File: config.mk
export PLATFORM = sky130hd
export DESIGN_NAME = pcielc_link_ctl
export DESIGN_NICKNAME = d
export VERILOG_FILES = /design/src/rtl/pcielc_pkg.sv /design/src/rtl/pcielc_link_ctl.sv /design/src/rtl/pcielc_retrain.sv
export SDC_FILE = /design/constraint.sdc
export NUM_CORES = 1
export LEC_CHECK = 0
export BUFFER_PORTS_ARGS = -buffer_cell sky130_fd_sc_hd__buf_2
export CAP_MARGIN = 15
export CELL_PAD_IN_SITES_DETAIL_PLACEMENT = 0
export CELL_PAD_IN_SITES_GLOBAL_PLACEMENT = 2
export CORE_ASPECT_RATIO = 0.8
export CORE_MARGIN = 4
export CORE_UTILIZATION = 17
export CTS_CLUSTER_SIZE = 30
export DETAILED_ROUTE_END_ITERATION = 7
export GPL_TIMING_DRIVEN = 0
export PLACE_DENSITY_LB_ADDON = 0.12
export SYNTH_ARGS = -nofsm -noshare
export SYNTH_HDL_FRONTEND = slang
export SYNTH_SLANG_ARGS = --single-unit
File: constraint.sdc
create_clock -name clk_sys -period 2 [get_ports clk_sys]
set_input_delay 0.3 -clock clk_sys [delete_from_list [all_inputs] [get_ports clk_sys]]
set_output_delay 0.3 -clock clk_sys [all_outputs]
set_load 0.01 [all_outputs]
File: src/rtl/pcielc_pkg.sv
// Purpose: shared constants and carrier types for the port link control block
// Assumes: 32-bit APB, byte addresses, 100 MHz core clock
// Notes:   field positions and reset values live here only
`default_nettype none
package pcielc_pkg;
    // register byte addresses
    localparam logic [11:0] LINK_CTL_ADDR    = 12'h050;
    localparam logic [11:0] LINK_STS_ADDR    = 12'h060;
    // control field positions
    localparam int ASPM_LO_POS   = 0;
    localparam int ASPM_HI_POS   = 1;
    localparam int RSVD2_POS     = 2;
    localparam int RCB_POS       = 3;
    localparam int LINK_DISABLE_BIT_POS      = 4;
    localparam int RETRAIN_POS   = 5;
    localparam int COMMON_REFCLOCK_FLAG_POS      = 6;
    localparam int EXTENDED_SYNC_ENABLE_POS     = 7;
    localparam int CLKPM_POS     = 8;
    // status field position
    localparam int TRAINING_POS  = 11;
    // reset values
    localparam logic [1:0]  ASPM_RESET       = 2'h0;
    localparam logic        CTL_BIT_RESET    = 1'h0;
    localparam logic [31:0] RDATA_RESET      = 32'h0000_0000;
    // aspm field encodings
    localparam logic [1:0]  ASPM_DISABLED    = 2'h0;
    localparam logic [1:0]  ASPM_L0S         = 2'h1;
    localparam logic [1:0]  ASPM_L1          = 2'h2;
    localparam logic [1:0]  ASPM_L0S_L1      = 2'h3;

    // control levels handed to the physical layer
    typedef struct packed {
        logic aspmL0sEnable;
        logic aspmL1Enable;
        logic linkDisable;
        logic commonClock;
        logic extendedSync;
    } pcielc_ctl_type;

    // serial eeprom override of the aspm field
    typedef struct packed {
        logic       valid;
        logic [1:0] aspm;
    } pcielc_eeprom_type;
endpackage
`default_nettype wire

File: src/rtl/pcielc_link_ctl.sv
// Purpose: per-port link control register with apb access
// Assumes: switch unlock bit and ltssm status arrive on clk_sys
// Notes:   zero-wait apb: pready rises one cycle after setup
//
// The APB slave port was decided locally.
`default_nettype none
module pcielc_link_ctl
#(
    parameter bit UPSTREAM_PORT = 1'b0
)
(
    // clock and reset
    input  wire logic                         clk_sys,
    input  wire logic                         reset_n,
    // apb slave
    input  wire logic                         psel,
    input  wire logic                         penable,
    input  wire logic                         pwrite,
    input  wire logic [11:0]                  paddr,
    input  wire logic [31:0]                  pwdata,
    input  wire logic [3:0]                   pstrb,
    output var  logic                         pready,
    output var  logic [31:0]                  prdata,
    output var  logic                         pslverr,
    // switch level and eeprom
    input  wire logic                         registerUnlockBit,
    input  wire pcielc_pkg::pcielc_eeprom_type eepromLoad,
    // physical layer
    input  wire logic                         ltssmTraining,
    output var  pcielc_pkg::pcielc_ctl_type   ctlOut,
    output var  logic                         retrainReq
);
    import pcielc_pkg::*;

    logic        linkDisableBit_r;
    logic        trainingStatus;
    logic        setupPhase;
    logic        writeTaken;
    logic        hitCtl;
    logic        hitSts;
    logic        retrainAllowed;
    logic        retrainWrite;
    logic [15:0] ctlView;
    logic [15:0] stsView;

    // elaboration check on the port kind
    if (UPSTREAM_PORT !== 1'b0 && UPSTREAM_PORT !== 1'b1)
    begin : g_badParam
        $error("UPSTREAM_PORT must be 0 or 1");
    end

    // apb decode
    assign setupPhase = psel & ~penable;
    assign writeTaken = psel & penable & pready & pwrite;
    assign hitCtl     = (paddr == LINK_CTL_ADDR);
    assign hitSts     = (paddr == LINK_STS_ADDR);

    // retrain permission: upstream needs the switch unlock
    assign retrainAllowed = !UPSTREAM_PORT || registerUnlockBit;
    assign retrainWrite   = writeTaken & hitCtl & pstrb[0] & pwdata[RETRAIN_POS]
                          & retrainAllowed;

    // readback image; fixed and reserved bits are zero
    always_comb
    begin
        ctlView = 16'h0000;
        ctlView[ASPM_HI_POS:ASPM_LO_POS] = {ctlOut.aspmL1Enable, ctlOut.aspmL0sEnable};
        ctlView[LINK_DISABLE_BIT_POS]  = linkDisableBit_r;
        ctlView[COMMON_REFCLOCK_FLAG_POS]  = ctlOut.commonClock;
        ctlView[EXTENDED_SYNC_ENABLE_POS] = ctlOut.extendedSync;
        stsView = 16'h0000;
        stsView[TRAINING_POS] = trainingStatus;
    end

    // pready for one access cycle after each setup
    always_ff @(posedge clk_sys)
    begin
        if (!reset_n)
            pready <= 1'b0;
        else
            pready <= setupPhase;
    end

    // read data and error latched in the setup cycle
    always_ff @(posedge clk_sys)
    begin
        if (!reset_n)
        begin
            prdata  <= RDATA_RESET;
            pslverr <= 1'b0;
        end
        else if (setupPhase)
        begin
            pslverr <= ~(hitCtl | hitSts);
            if (pwrite)
                prdata <= RDATA_RESET;
            else if (hitCtl)
                prdata <= {16'h0000, ctlView};
            else if (hitSts)
                prdata <= {16'h0000, stsView};
            else
                prdata <= RDATA_RESET;
        end
    end

    // aspm field: software write, else eeprom override
    always_ff @(posedge clk_sys)
    begin
        if (!reset_n)
        begin
            ctlOut.aspmL0sEnable <= ASPM_RESET[0];
            ctlOut.aspmL1Enable  <= ASPM_RESET[1];
        end
        else if (writeTaken && hitCtl && pstrb[0])
        begin
            ctlOut.aspmL0sEnable <= pwdata[ASPM_LO_POS];
            ctlOut.aspmL1Enable  <= pwdata[ASPM_HI_POS];
        end
        else if (eepromLoad.valid)
        begin
            ctlOut.aspmL0sEnable <= eepromLoad.aspm[0];
            ctlOut.aspmL1Enable  <= eepromLoad.aspm[1];
        end
    end

    // link disable, common clock and extended sync bits
    always_ff @(posedge clk_sys)
    begin
        if (!reset_n)
        begin
            linkDisableBit_r     <= CTL_BIT_RESET;
            ctlOut.linkDisable   <= CTL_BIT_RESET;
            ctlOut.commonClock   <= CTL_BIT_RESET;
            ctlOut.extendedSync  <= CTL_BIT_RESET;
        end
        else if (writeTaken && hitCtl && pstrb[0])
        begin
            linkDisableBit_r     <= pwdata[LINK_DISABLE_BIT_POS];
            ctlOut.linkDisable   <= pwdata[LINK_DISABLE_BIT_POS] & ~UPSTREAM_PORT;
            ctlOut.commonClock   <= pwdata[COMMON_REFCLOCK_FLAG_POS];
            ctlOut.extendedSync  <= pwdata[EXTENDED_SYNC_ENABLE_POS];
        end
    end

    // retrain pulse leaves with the fields of the same write
    pcielc_retrain u_retrain
    (
        .clk_sys          (clk_sys),
        .reset_n          (reset_n),
        .retrainWrite     (retrainWrite),
        .ltssmTraining    (ltssmTraining),
        .retrainPulse_r   (retrainReq),
        .trainingStatus_r (trainingStatus)
    );
endmodule
`default_nettype wire

File: src/rtl/pcielc_retrain.sv
// Purpose: retrain request pulse and training-in-progress tracking
// Assumes: ltssm training level is on clk_sys
// Notes:   pending holds from the request until the ltssm reports training
`default_nettype none
module pcielc_retrain
(
    // clock and reset
    input  wire logic clk_sys,
    input  wire logic reset_n,
    // request from register write
    input  wire logic retrainWrite,
    // physical layer
    input  wire logic ltssmTraining,
    output var  logic retrainPulse_r,
    output var  logic trainingStatus_r
);
    logic pending_r;

    // one-cycle request to steer the ltssm into recovery
    always_ff @(posedge clk_sys)
    begin
        if (!reset_n)
            retrainPulse_r <= 1'b0;
        else
            retrainPulse_r <= retrainWrite;
    end

    // pending until training seen; a new request wins over the clear
    always_ff @(posedge clk_sys)
    begin
        if (!reset_n)
            pending_r <= 1'b0;
        else if (retrainWrite)
            pending_r <= 1'b1;
        else if (ltssmTraining)
            pending_r <= 1'b0;
    end

    // status covers the request gap and the ltssm training itself
    always_ff @(posedge clk_sys)
    begin
        if (!reset_n)
            trainingStatus_r <= 1'b0;
        else
            trainingStatus_r <= retrainWrite | pending_r | ltssmTraining;
    end
endmodule
`default_nettype wire

# Yosys cells after proc, flatten, opt, wreduce, memory -nomap -nowiden
# Index checks and enable logic that the tools add are counted.
# word_totals
register_bits,42
in_bits,58
out_inout_bits,40
wordCells,36
# classes
n_eq_ne,2
muxes,7
bitwise,12
n_reduce_logical,4
# ops
op,count
$mux W12,3
$eq A12 B7 Y1 const B,2
$and A1 B1 Y1,7
$mux W2,2
$reduce_bool A2 Y1,2
$or A1 B1 Y1,3
$logic_and A1 B1 Y1,2
$mux W1,2
$not A1 Y1,2

# Depth between registers and ports, before layout
# Gate-level depths: netlist (run 1).
# logic_depth
word_depth,8
depth_mapped,4
depth_no_buf,4

# Cells and area by module
# Synthesis (run 1) repeated with hierarchy kept, for this count alone.
# unflattened
hier_cells,97
hier_area_um2,895.9
# by_module_without_submodules
mod,n_inst,cells_each,area_per_inst_um2,seq_area_each_um2
pcielc_link_ctl,1,90,807.0,260.2
pcielc_retrain,1,7,88.8,60.1

# Worst setup path after synthesis (run 1)
# No wires, ideal clock.
# synth_path
path_kind,input to register
startpoint,in paddr[3]
endpoint,reg u_retrain.pending_r
arrival_time_ps,1263
required_time_ps,1940
slack_ps,677
stages,4
n_path_buf,0
path_cell_list,nor4_4 -> nand2_1 -> or4_4 -> nand2_1
# synth_between
elab_chain_len,5
word_cells_on_any_way,6
classes_between,1 x eq/ne; 1 x mux; 3 x bitwise; 1 x reduce/logical
# synth_lines
element,line_no,text
from (decl),pcielc_link_ctl.sv:19,"input wire logic [11:0] paddr,"
$eq A12 B7 Y1 *,pcielc_link_ctl.sv:55,assign hitCtl = (paddr == LINK_CTL_ADDR);
$and A1 B1 Y1 * (3 in series),pcielc_link_ctl.sv:60,assign retrainWrite = writeTaken & hitCtl & pstrb[0] & pwdata[RETRAIN_POS]
$mux W1 / $reduce_bool A2 Y1 (equally long branches),-,
to (signal assigned),pcielc_retrain.sv:32,pending_r <= 1'b0;
to (signal assigned),pcielc_retrain.sv:34,pending_r <= 1'b1;
to (signal assigned),pcielc_retrain.sv:36,pending_r <= 1'b0;
to (decl),pcielc_retrain.sv:17,logic pending_r;
# Mark *: on every way between the ends. The rest lies on a longest branch, timed or not.
# A chain may end at the register's enable or synchronous reset.

# Worst setup path after layout (run 1)
# layout_path
startpoint,reg pready
endpoint,reg u_retrain.pending_r
# layout_between
elab_chain_len,6
word_cells_on_any_way,7
classes_between,1 x mux; 5 x bitwise; 1 x reduce/logical
# layout_lines
element,line_no,text
from (decl),pcielc_link_ctl.sv:22,"output var logic pready,"
from (signal assigned),pcielc_link_ctl.sv:81,pready <= setupPhase;
$and A1 B1 Y1 * (2 in series),pcielc_link_ctl.sv:54,assign writeTaken = psel & penable & pready & pwrite;
$and A1 B1 Y1 * (3 in series),pcielc_link_ctl.sv:60,
$mux W1 / $reduce_bool A2 Y1 (equally long branches),-,
# Marked as above.

==> metrics.md, run 1 <==
| Metric | Value |
|---|---|
| Avg Synthesized Cell Area | 9.31 sq um |
| Outcome | completed |
| # Max-Cap Violations | 0 |
| Flop pwr share | 43.7% |
| Worst Setup Start Kind | flop |
| DPL Wire Length | around 2.1 mm |
| Die H | 73.5 microns |
| Via-to-Cell Ratio | 3.46 |
| Largest net degree at the start of global routing | 11 |
| Number of global-route vias before repair | 848 |
| Slowest stage cell, crit path | or4_4 |
| Cts bufs inserted | 3 |
| Total power | 0.748 mW |
| Hold/Removal Path Class | in2reg |
| Cell Chain, Critical Path | and3_1, nand3_1, or4_4, nand2_1 |
| DR WL/cell | 10.5 microns |
| Max-slew violations | 0 |
| Diode count | 0 |
| Dpl cells | 225 |
| # fillers | 570 |
| Static Leakage | 0.705 nW |
| Final ANT Viol Nets | 0 |
| CTS tree | done |
| H-tree levels | 1 |
| Buffer count from post-CTS setup fixing | 0 |
| FMAX | 728 MHz |
| Initial DRC Count | 27 |
| Cell taking the most area after synthesis | dfxtp_1 |
| Top cell type's share of synthesized area | 35.1% |
| Placer Congestion | 0.708 |
| Yosys cell types | 25 |
| Peak supply drop | 234 uV |
| Worst-skew pair later-pin latency | 0.25 ns |
| Crit path DAT | 1.57 ns |
| Most frequent cells in the layout | 40 x buf_2, 27 x buf_4, 26 x conb_1 |
| Yosys reg bits | 16 |
| Setup TNS | 0 ns |
| CTS sink count | 16 |
| Total track usage | 7.65% |
| Vias | 792 |
| Critical Path End Type | flop |
| CP required | around 2.2 ns |
| Initial Utilization | 17.9% |
| Initial antenna violation count | 0 |
| Post-CTS Resized | 0 |
| Fin Hold WS | 0.289 ns |
| Clock share of power | 38.5% |
| Clk buf depth | 2 |
| Final nets | approximately 230 |
| Post-CTS Hold Fix Bufs | 0 |
| Placement Setup Slack | 0.385 ns |
| First-pass GRT wire length | 3.99 mm |
| Internal power | 0.568 mW |
| Post-Synthesis Cells | 98 |
| Sequential element share of the synthesized area | 35.1% |
| Switching power total | 0.180 mW |
| Core area | 0.00509 sq mm |
| Top cells by area, synth | dfxtp_1 35%, buf_4 22%, nand2_1 7.0% |
| YS warnings | 0 |
| Multi-input gate area | around 470 sq um |
| Register area | approximately 320 sq um |
| Fin crit share | between 60% and 70% |
| Post-Layout Cell Count | approximately 230 |
| Root Buffer | clkbuf_8 |
| Final hold viol count | 0 |
| Total grt overflow | 0 |
| Die extent in x | 89.9 microns |
| Fin area | 0.00134 sq mm |
| Synthesized area | 912 sq um |
| Fin crit period | 1.37 ns |
| Final setup vio count | 0 |
| Utilization after layout | a little over a quarter |
| PD cells | around 560 mW/mm^2 |
| Critical path's largest stage delay | 0.60 ns |
| Placed cell areas | 0.00128 sq mm |
| Synth-to-layout area growth | 46.8% |
| Die area | between 0.006 and 0.007 sq mm |
| Layout cells sized above 1 | 47.9% |
| CTS clk-pin slew, worst paths | 0.07 ns |
| # IOs | 98 |
| Row cnt | 23 |
| Most common cell after layout, fill and taps aside | buf_2 |
| Setup CP Type | reg2reg |
| Unrepaired setup endpoints after global routing | false |
| Drt drc | 0 |
| CP Max Fanout | 3 |
| Layout Skew | between 0.001 and 0.0015 ns |
| Sw Share | around a quarter |
| Worst setup margin | 0.626 ns |
| IO buf count | 40 |
| Routed WL | between 2 and 2.5 mm |
| TritonRoute pass-1 iters | 4 |
| Combinational fraction of design power | 17.8% |
final timing paths:
path	startpoint	to	slack [ns]	cells after the start
max	pready$_SDFF_PN0_	u_retrain.pending_r$_SDFFE_PN0P_	0.63	4
max reg2reg	pready$_SDFF_PN0_	u_retrain.pending_r$_SDFFE_PN0P_	0.63	4
min	ltssmTraining	u_retrain.trainingStatus_r$_SDFF_PN0_	0.29	3
min reg2reg	u_retrain.pending_r$_SDFFE_PN0P_	u_retrain.pending_r$_SDFFE_PN0P_	0.47	2
cell type report:
type	count	share of cell area, %
tap	62	5.79
clock buffer	4	4.11
sequential	16	23.9
inverter	1	0.280
timing repair buffer	40	15.0
multi-input combinational	77	35.2
buffer	29	15.7
worst max-delay path, delay by kind of cell (launching register included):
family,cells,cell delay [ns]
flip-flops,1,0.32
AND/OR/NAND/NOR,4,1.00
sequential cells by signal (all words and copies together) (netlist names):
register	count
u_retrain.retrainPulse_r	1
u_retrain.pending_r	1
pready	1
prdata	6
u_retrain.trainingStatus_r	1
ctlOut	4
linkDisableBit_r	1
pslverr	1
power by group through the flow:
| stage | Combinational, mW | Sequential [mW] | Clock [mW] |
|---|---|---|---|
| finish | 0.133 | 0.327 | 0.288 |
| CTS | 0.132 | 0.327 | 0.301 |
| floorplan | 0.0864 | 0.336 | 0 |
| global placement | 0.131 | 0.334 | 0 |
| detailed placement | 0.132 | 0.335 | 0 |
| global route | 0.149 | 0.328 | 0.317 |
per-layer routing:
layer	part of all wire [%]	vias to the layer above	global-route usage (%)
met5	0	-	0
li1	-	415	-
met2	51	34	13.9
met1	41	341	8.19
met4	1.0	0	2.04
met3	7.4	2	3.48
cells by family (layout without fill, tap and decap cells):
group           after synthesis  after routing  share of synthesized area, %
simple gates                 35             35                          25.0
buf+inv                      30             74                          23.5
flops                        16             16                          35.1
compound gates                9              9                          8.09
mux                           7              7                          7.96
other cells                   1             26                         0.411
synthesized netlist by cell type:
library cell	count
nand4_2	1
nor4_4	1
or4_4	1
nor2b_1	3
mux2i_1	5
nand2_1	17
nor4b_4	1
dfxtp_1	16
clkbuf_1	2
o221a_2	1
and2_1	3
o21ai_0	2
and3_1	1
nand3_1	2
a22o_1	5
inv_1	1
nor3b_2	1
mux2_2	2
nand2b_1	1
o41ai_1	1
nand3b_1	1
nor2_1	1
buf_4	27
conb_1	1
nor2_4	1
(Power assumes the default switching activity.)
==> run 2: changes to the inputs <==
- ABC_AREA: not set -> 1
- CORE_UTILIZATION: 17 -> 14
- clock period: 2 -> 1.2 ns (I/O delays scaled with it)
==> run 2 against run 1 <==
Critical path depth up 2. Critical path type unchanged. Clock skew is 0.0036 ns higher. Sequential power rose by 67%. Register-to-register slack got worse by 0.50 ns. Count of clock-buffer cells in the layout shrank 1. Area after synthesis increased by 4.1%. Total power rose by 56%. Utilization down 4.6 points.
==> metrics.md, run 2 <==
| Metric | Value |
|---|---|
| Outcome | completed |
| Sequential element share of the synthesized area | 33.7% (-1.4 points) |
| Main synth FF type | dfxtp_1 |
| Initial DRC Count | 18 (-33%) |
| Initial Utilization | 14.7% (-3.2 points) |
| Final nets | 262 (+16%) |
| DPL Wire Length | 2.21 mm (+6.5%) |
| Hold/Removal Path Class | in2reg |
| Flop pwr share | 46.8% (+3.1 points) |
| Yosys cell types | 18 (-28%) |
| Combinational fraction of design power | 18.3% (+0.5 points) |
| Most frequent cells in the layout | 41 x buf_2, 27 x buf_4, 26 x nand2_1, 26 x conb_1, 17 x nor2_1 |
| Root Buffer | clkbuf_8 |
| Diode count | 0 (unchanged) |
| Cell taking the most area after synthesis | dfxtp_1 |
| Static Leakage | 0.751 nW (+6.6%) |
| Drt drc | 0 (unchanged) |
| Clock share of power | 34.9% (-3.6 points) |
| Number of synthesized flops with an enable pin | 0 (unchanged) |
| Die extent in x | 100 microns (+11%) |
| Post-Synthesis Cells | 134 (+37%) |
| Top post-synthesis cells by count | 27 x buf_4, 26 x nand2_1, 17 x nor2_1 |
| Post-synth ARST share | 0% (unchanged) |
| Most common cell in the synthesized netlist | buf_4 |
| PD cells | 831 mW/mm^2 (+49%) |
| Routed WL | 2.56 mm (+6.5%) |
| Core area | 0.00647 sq mm (+27%) |
| Top Registers | prdata x6, ctlOut x4 |
| Top cell type's share of synthesized area | 33.7% (-1.4 points) |
| CP required | 1.38 ns (-0.81 ns) |
| Number of global-route vias before repair | 771 (-9.1%) |
| Hold Path Depth | 3 (unchanged) |
| Critical path's largest stage delay | 0.33 ns (-0.27 ns) |
| TritonRoute pass-1 iters | 3 (-1) |
| Initial antenna violation count | 0 (unchanged) |
| CTS tree | done |
| # IOs | 98 (unchanged) |
| Total grt overflow | 0 (unchanged) |
| Synth-to-layout area growth | 47.7% |
| # Max-Cap Violations | 0 (unchanged) |
| Placement Setup Slack | -0.0357 ns (-0.421 ns) |
| Fin crit share | 89.8% (+21 points) |
| Worst Setup Start Kind | flop |
| Die H | 81.7 microns (+11%) |
| Top Family by Delay on Critical Path | simple AND/OR/NAND/NOR gates |
| Stages on worst setup path | 6 (+2) |
| Total track usage | 5.67% (-2.0 points) |
| Switching power total | 0.298 mW (+65%) |
| Via-to-Cell Ratio | 3.17 (-8.2%) |
| Fin crit period | 1.08 ns (-0.297 ns) |
| R2R depth | 6 (+2) |
| Peak supply drop | 302 uV (+29%) |
| Synthesized area | 950 sq um (+4.1%) |
| YS warnings | 0 (unchanged) |
| Crit path DAT | 1.26 ns (-0.31 ns) |
| # fillers | 733 (+29%) |
| FMAX | 928 MHz (+28%) |
| Layout cells sized above 1 | 42.1% (-5.8 points) |
| Crit path buffers/inverters | 0 (unchanged) |
| Post-CTS Resized | 0 (unchanged) |
| Buffer count from post-CTS setup fixing | 0 (unchanged) |
| Most used cell, CP | nand2_1 |
| CTS clk-pin slew, worst paths | 0.07 ns (about the same) |
| Final ANT Viol Nets | 0 (unchanged) |
| Die area | 0.00817 sq mm (+24%) |
| CP Max Fanout | 10 (+7) |
| Post-CTS Hold Fix Bufs | 0 (unchanged) |
| Sw Share | 25.5% (+1.4 points) |
| H-tree levels | 1 (unchanged) |
| Row cnt | 26 (+13%) |
| Setup CP Type | reg2reg |
| CTS sink count | 16 (unchanged) |
| Cell Chain, Critical Path | nand3_1, nor2_4, nand3_4, nand2_1, nand2_1, a21oi_1 |
| Critical Path End Type | flop |
| Slowest stage cell, crit path | dfxtp_1 |
| Max reg flops | 6 (unchanged) |
| Final hold viol count | 0 (unchanged) |
| Internal power | 0.868 mW (+53%) |
| Final setup vio count | 0 (unchanged) |
| Vias | 908 (+15%) |
| Worst-skew pair later-pin latency | 0.25 ns (about the same) |
| Placer Congestion | 0.723 (+2.1%) |
| DR WL/cell | 8.94 microns (-15%) |
| Largest net degree at the start of global routing | 11 (unchanged) |
| Top cells by area, synth | dfxtp_1 34%, buf_4 21%, nand2_1 10% |
| Worst setup margin | 0.122 ns (-0.503 ns) |
| Clk buf depth | 2 (unchanged) |
| Yosys reg bits | 16 (unchanged) |
| First-pass GRT wire length | 3.57 mm (-11%) |
| Largest Register | prdata |
| Most common cell after layout, fill and taps aside | buf_2 |
| Max-slew violations | 0 (unchanged) |
| Register area | 320 sq um (unchanged) |
| Total power | 1.17 mW (+56%) |
| Layout Skew | 0.00486 ns (+0.00359 ns) |
| Avg Synthesized Cell Area | 7.09 sq um (-24%) |
| Multi-input gate area | 475 sq um (+0.80%) |
| Unrepaired setup endpoints after global routing | false |
| IO buf count | 40 (unchanged) |
| Cts bufs inserted | 3 (unchanged) |
-- run 2: changes by cell type after synthesis, moves of 3 or more --
cell	before	now
inv_1	1	13
nor2_1	1	17
nor2_2	0	4
o21ai_2	0	5
nand3_1	2	10
and2_1	3	0
a22o_1	5	0
nor2b_1	3	0
nand2_1	17	26
nand4_1	0	3
a21oi_1	0	5
mux2i_1	5	0
-- run 2: final timing paths --
check	start	endpoint	slack (ns)
worst min register to register	pslverr$_SDFFE_PN0P_	pslverr$_SDFFE_PN0P_	0.46
worst min-delay path	pwdata[4]	linkDisableBit_r$_SDFFE_PN0N_	0.15
worst max-delay path	pready$_SDFF_PN0_	ctlOut[4]$_SDFFE_PN0P_	0.12
worst max register to register	pready$_SDFF_PN0_	ctlOut[4]$_SDFFE_PN0P_	0.12
-- run 2: cells by family (layout without fill, tap and decap cells) --
| logic type | count (synthesis) | count (layout) | synth area share (%) |
|---|---|---|---|
| and+or+nand+nor | 65 | 65 | 31.2 |
| buffers and inverters | 42 | 85 | 27.4 |
| DFF | 16 | 16 | 33.7 |
| AOI/OAI and AO/OA | 10 | 10 | 7.25 |
| other | 1 | 26 | 0.395 |
-- run 2: layout make-up --
class                           count  area share [%]
Timing Repair Buffer               40            14.3
Clock buffer                        3            2.94
Buffer                             28            14.8
Sequential cell                    16            22.8
Tap cell                           84            7.49
Inverter                           14            3.75
Multi-Input combinational cell    101            33.9
-- run 2: worst reg2reg max path, cell delays in order, from the launching register on --
cell     delay, ns
dfxtp_1       0.33
nand3_1       0.11
nor2_4        0.18
nand3_4       0.15
nand2_1       0.10
nand2_1       0.05
a21oi_1       0.11
-- run 2: metrics by stage --
stage	instances	area [sq um]	TNS [ns]	hold slack (ns)	utilization, %
floorplan	159	1040	0	0.315	-
global route	286	1400	0	0.169	21.7
finish	286	1400	0	0.149	21.7
detailed placement	283	1350	-0.122	0.410	20.8
global placement	283	1350	-0.0690	0.403	20.8
CTS	286	1390	0	0.149	21.5
-- run 2: layer usage --
| metal | routed length, microns | vias to the layer above | GRT usage [%] | part of all wire, % |
|---|---|---|---|---|
| met4 | 29 | 0 | 1.62 | 1.1 |
| met5 | 0 | - | 0 | 0 |
| li1 | - | 498 | - | - |
| met2 | 1240 | 32 | 9.79 | 48 |
| met1 | 1110 | 376 | 6.77 | 44 |
| met3 | 176 | 2 | 1.87 | 6.9 |
-- run 2: power groups by stage --
stage / clock network, mW / logic [mW] / registers, mW
after CTS: 0.419 / 0.210 / 0.545
final: 0.407 / 0.214 / 0.545
after global routing: 0.427 / 0.239 / 0.546
after detailed placement: 0 / 0.210 / 0.557
after floorplan: 0 / 0.142 / 0.560
after global placement: 0 / 0.209 / 0.557
==> run 3: changes to the inputs <==
- SYNTH_HIERARCHICAL: not set -> 1
==> run 3 against run 2 <==
Clock skew decreased by 0.0038 ns. Critical path depth increased by 3. Count of clock-buffer cells in the layout increased by 1. Register-to-register slack got worse by 0.12 ns. Clock power increased by 17%. Largest cell class unchanged. Non-clock buffer count increased by 5. Synthesized cell count increased by 4.5%. Area after synthesis increased by 3.4%. Global-route usage increased by 0.79 points. Combinational power increased by 4%.
==> metrics.md, run 3 <==
| Metric | Value |
|---|---|
| Outcome | completed |
| YS warnings | 6 (+6) |
| Initial antenna violation count | 0 (unchanged) |
| PD cells | 821 mW/mm^2 (-1.1%) |
| GR Layer Usage met1 | 8.49% (+1.7 points) |
| Layout cells sized above 1 | 46.9% (+4.9 points) |
| Fin Hold WS | 0.153 ns (+0.00409 ns) |
| Setup CP Type | reg2reg |
| Total track usage | 6.46% (+0.79 points) |
| CP required | 1.39 ns (about the same) |
| Setup slack, reg-to-reg | 0.005 ns (-0.12 ns) |
| Worst Setup Start Kind | flop |
| Post-synth ARST share | 0% (unchanged) |
| DR WL/cell | 8.89 microns (-0.57%) |
| Yosys reg bits | 16 (unchanged) |
| Avg Synthesized Cell Area | 7.02 sq um (-1.0%) |
| Number of synthesized flops with an enable pin | 0 (unchanged) |
| Static Leakage | 0.813 nW (+8.2%) |
| Crit path DAT | 1.39 ns (+0.13 ns) |
| Top post-synthesis cells by count | 29 x nand2_1, 27 x buf_4, 18 x nor2_1 |
| Synthesized area | 982 sq um (+3.4%) |
| CTS tree | done |
| # fillers | 786 (+7.2%) |
| Cell taking the most area after synthesis | dfxtp_1 |
| Initial Utilization | 14.3% (-0.35 points) |
| Die extent in x | 102 microns (+1.6%) |
| Max-slew violations | 0 (unchanged) |
| Fin crit period | 1.20 ns (+0.117 ns) |
| Die area | 0.00843 sq mm (+3.1%) |
| Final nets | 272 (+3.8%) |
| Number of global-route vias before repair | 917 (+19%) |
| Most common cell in the synthesized netlist | nand2_1 |
| Critical Path End Type | flop |
| Placer Congestion | 0.654 (-9.5%) |
| FMAX | 837 MHz (-9.8%) |
| H-tree levels | 1 (unchanged) |
| Final ANT Viol Nets | 0 (unchanged) |
| Unrepaired setup endpoints after global routing | true |
| Setup TNS | 0 ns (unchanged) |
| Top Registers | prdata x6, ctlOut x4 |
| Global routing's busiest layer | met2 |
| CTS sink count | 16 (unchanged) |
| # Max-Cap Violations | 0 (unchanged) |
| CP Max Fanout | 5 (-5) |
| Hold/Removal Path Class | in2reg |
| Vias | 925 (+1.9%) |
| Final setup vio count | 0 (unchanged) |
| Routed WL | 2.67 mm (+4.3%) |
| Core area | 0.00686 sq mm (+5.9%) |
| Die H | 82.9 microns (+1.5%) |
| Diode count | 0 (unchanged) |
| Largest Register | prdata |
| Drt drc | 0 (unchanged) |
| Via-to-Cell Ratio | 3.08 (-2.9%) |
| Row cnt | 27 (+3.8%) |
| DPL Wire Length | 2.27 mm (+2.7%) |
| Main synth FF type | dfxtp_1 |
| Final hold viol count | 0 (unchanged) |
| First-pass GRT wire length | 4.34 mm (+22%) |
| Post-Synthesis Cells | 140 (+4.5%) |
| TritonRoute pass-1 iters | 4 (+1) |
| CTS clk-pin slew, worst paths | 0.06 ns (about the same) |
| Placement Setup Slack | -0.179 ns (-0.144 ns) |
| Most frequent cells in the layout | 42 x buf_2, 29 x nand2_1, 29 x buf_4 |
| Layout Skew | 0.00105 ns (-0.00381 ns) |
| GR Layer Usage met3 | 2.69% (+0.82 points) |
| Most common cell after layout, fill and taps aside | buf_2 |
| Root Buffer | clkbuf_8 |
| Top cell type's share of synthesized area | 32.6% (-1.1 points) |
| Yosys cell types | 21 (+3) |
| Fin crit share | 99.6% (+9.8 points) |
| Max reg flops | 6 (unchanged) |
| Global Route met2 Usage | 9.98% (+0.19 points) |
| Cts bufs inserted | 3 (unchanged) |
| Peak supply drop | 319 uV (+5.9%) |
| Clk buf depth | 2 (unchanged) |
| # IOs | 98 (unchanged) |
| IO buf count | 41 (+2.5%) |
| Worst-skew pair later-pin latency | 0.25 ns (about the same) |
| Top cells by area, synth | dfxtp_1 33%, buf_4 21%, nand2_1 11% |
| Synth-to-layout area growth | 54.5% |
| Total grt overflow | 0 (unchanged) |
| Initial DRC Count | 26 (+8) |
| Largest net degree at the start of global routing | 11 (unchanged) |
| Sequential element share of the synthesized area | 32.6% (-1.1 points) |
| Worst setup margin | 0.00480 ns (-0.117 ns) |
-- run 3: cell types whose count changed after synthesis --
cell / previous run / this run
a21oi_1: 5 / 2
a21oi_2: 0 / 1
buf_6: 0 / 1
inv_1: 13 / 15
nand2_1: 26 / 29
nand2_2: 1 / 2
nand4_1: 3 / 2
nor2_1: 17 / 18
o21ai_0: 0 / 1
-- run 3: timing repair --
| action | CTS | global route |
|---|---|---|
| pin swaps | 1 | 3 |
| hold buffers | 0 | 0 |
| resized for setup | 4 | 5 |
| buffers inserted | 1 | 2 |
| setup endpoints to repair | 3 | 2 |
| cloned | 0 | 0 |
-- run 3: kinds of logic (layout without fill, tap and decap cells) --
group | after synthesis | in the layout | synth area share (%)
compound gates | 9 | 9 | 6.88
buf+inv | 45 | 93 | 28.4
flops | 16 | 16 | 32.6
other cells | 1 | 26 | 0.382
simple gates | 69 | 69 | 31.7
-- run 3: worst paths after layout --
check | start | end | cells after the start
worst max-delay path | pready$_SDFF_PN0_ | u_retrain/pending_r$_SDFFE_PN0P_ | 9
worst min-delay path | pwdata[7] | ctlOut[0]$_SDFFE_PN0P_ | 3
worst max register to register | pready$_SDFF_PN0_ | u_retrain/pending_r$_SDFFE_PN0P_ | 9
worst min register to register | pslverr$_SDFFE_PN0P_ | pslverr$_SDFFE_PN0P_ | 2
-- run 3: stage by stage --
step	util [%]	cells	power, mW	area, sq um
final	22.1	300	1.25	1520
after detailed placement	20.3	293	0.775	1400
after global placement	20.3	293	0.775	1400
after CTS	21.5	298	1.27	1470
after floorplan	-	165	0.705	1080
after global routing	22.1	300	1.32	1520
-- run 3: report_power, final --
| group | leakage (nW) | switching (mW) | internal [mW] | total, mW |
|---|---|---|---|---|
| Combinational | 0.654 | 0.114 | 0.109 | 0.223 |
| Sequential | 0.130 | 0.00592 | 0.540 | 0.546 |
| Clock | 0.0288 | 0.187 | 0.291 | 0.478 |
-- run 3: critical path, stage by stage, from the launching register on --
cell	delay [ns]
dfxtp_2	0.34
nand3_2	0.08
nor2_4	0.11
nand3_2	0.11
buf_8	0.16
nor2_4	0.14
inv_2	0.04
nand2_1	0.05
nand2_1	0.06
nor2_2	0.06
-- run 3: metal layers --
layer / up-vias / wire length (microns)
met3: 2 / 250
met4: 0 / 20
li1: 521 / -
met1: 366 / 1250
met2: 36 / 1150
met5: - / 0
-- run 3: layout make-up --
type | instances | area [sq um] | share of cell area (%)
timing repair buffer | 44 | 240 | 15.8
inverter | 16 | 60.1 | 3.96
sequential | 16 | 322 | 21.2
multi-input combinational | 104 | 509 | 33.6
clock buffer | 4 | 55.1 | 3.63
tap | 87 | 109 | 7.17
buffer | 29 | 223 | 14.7
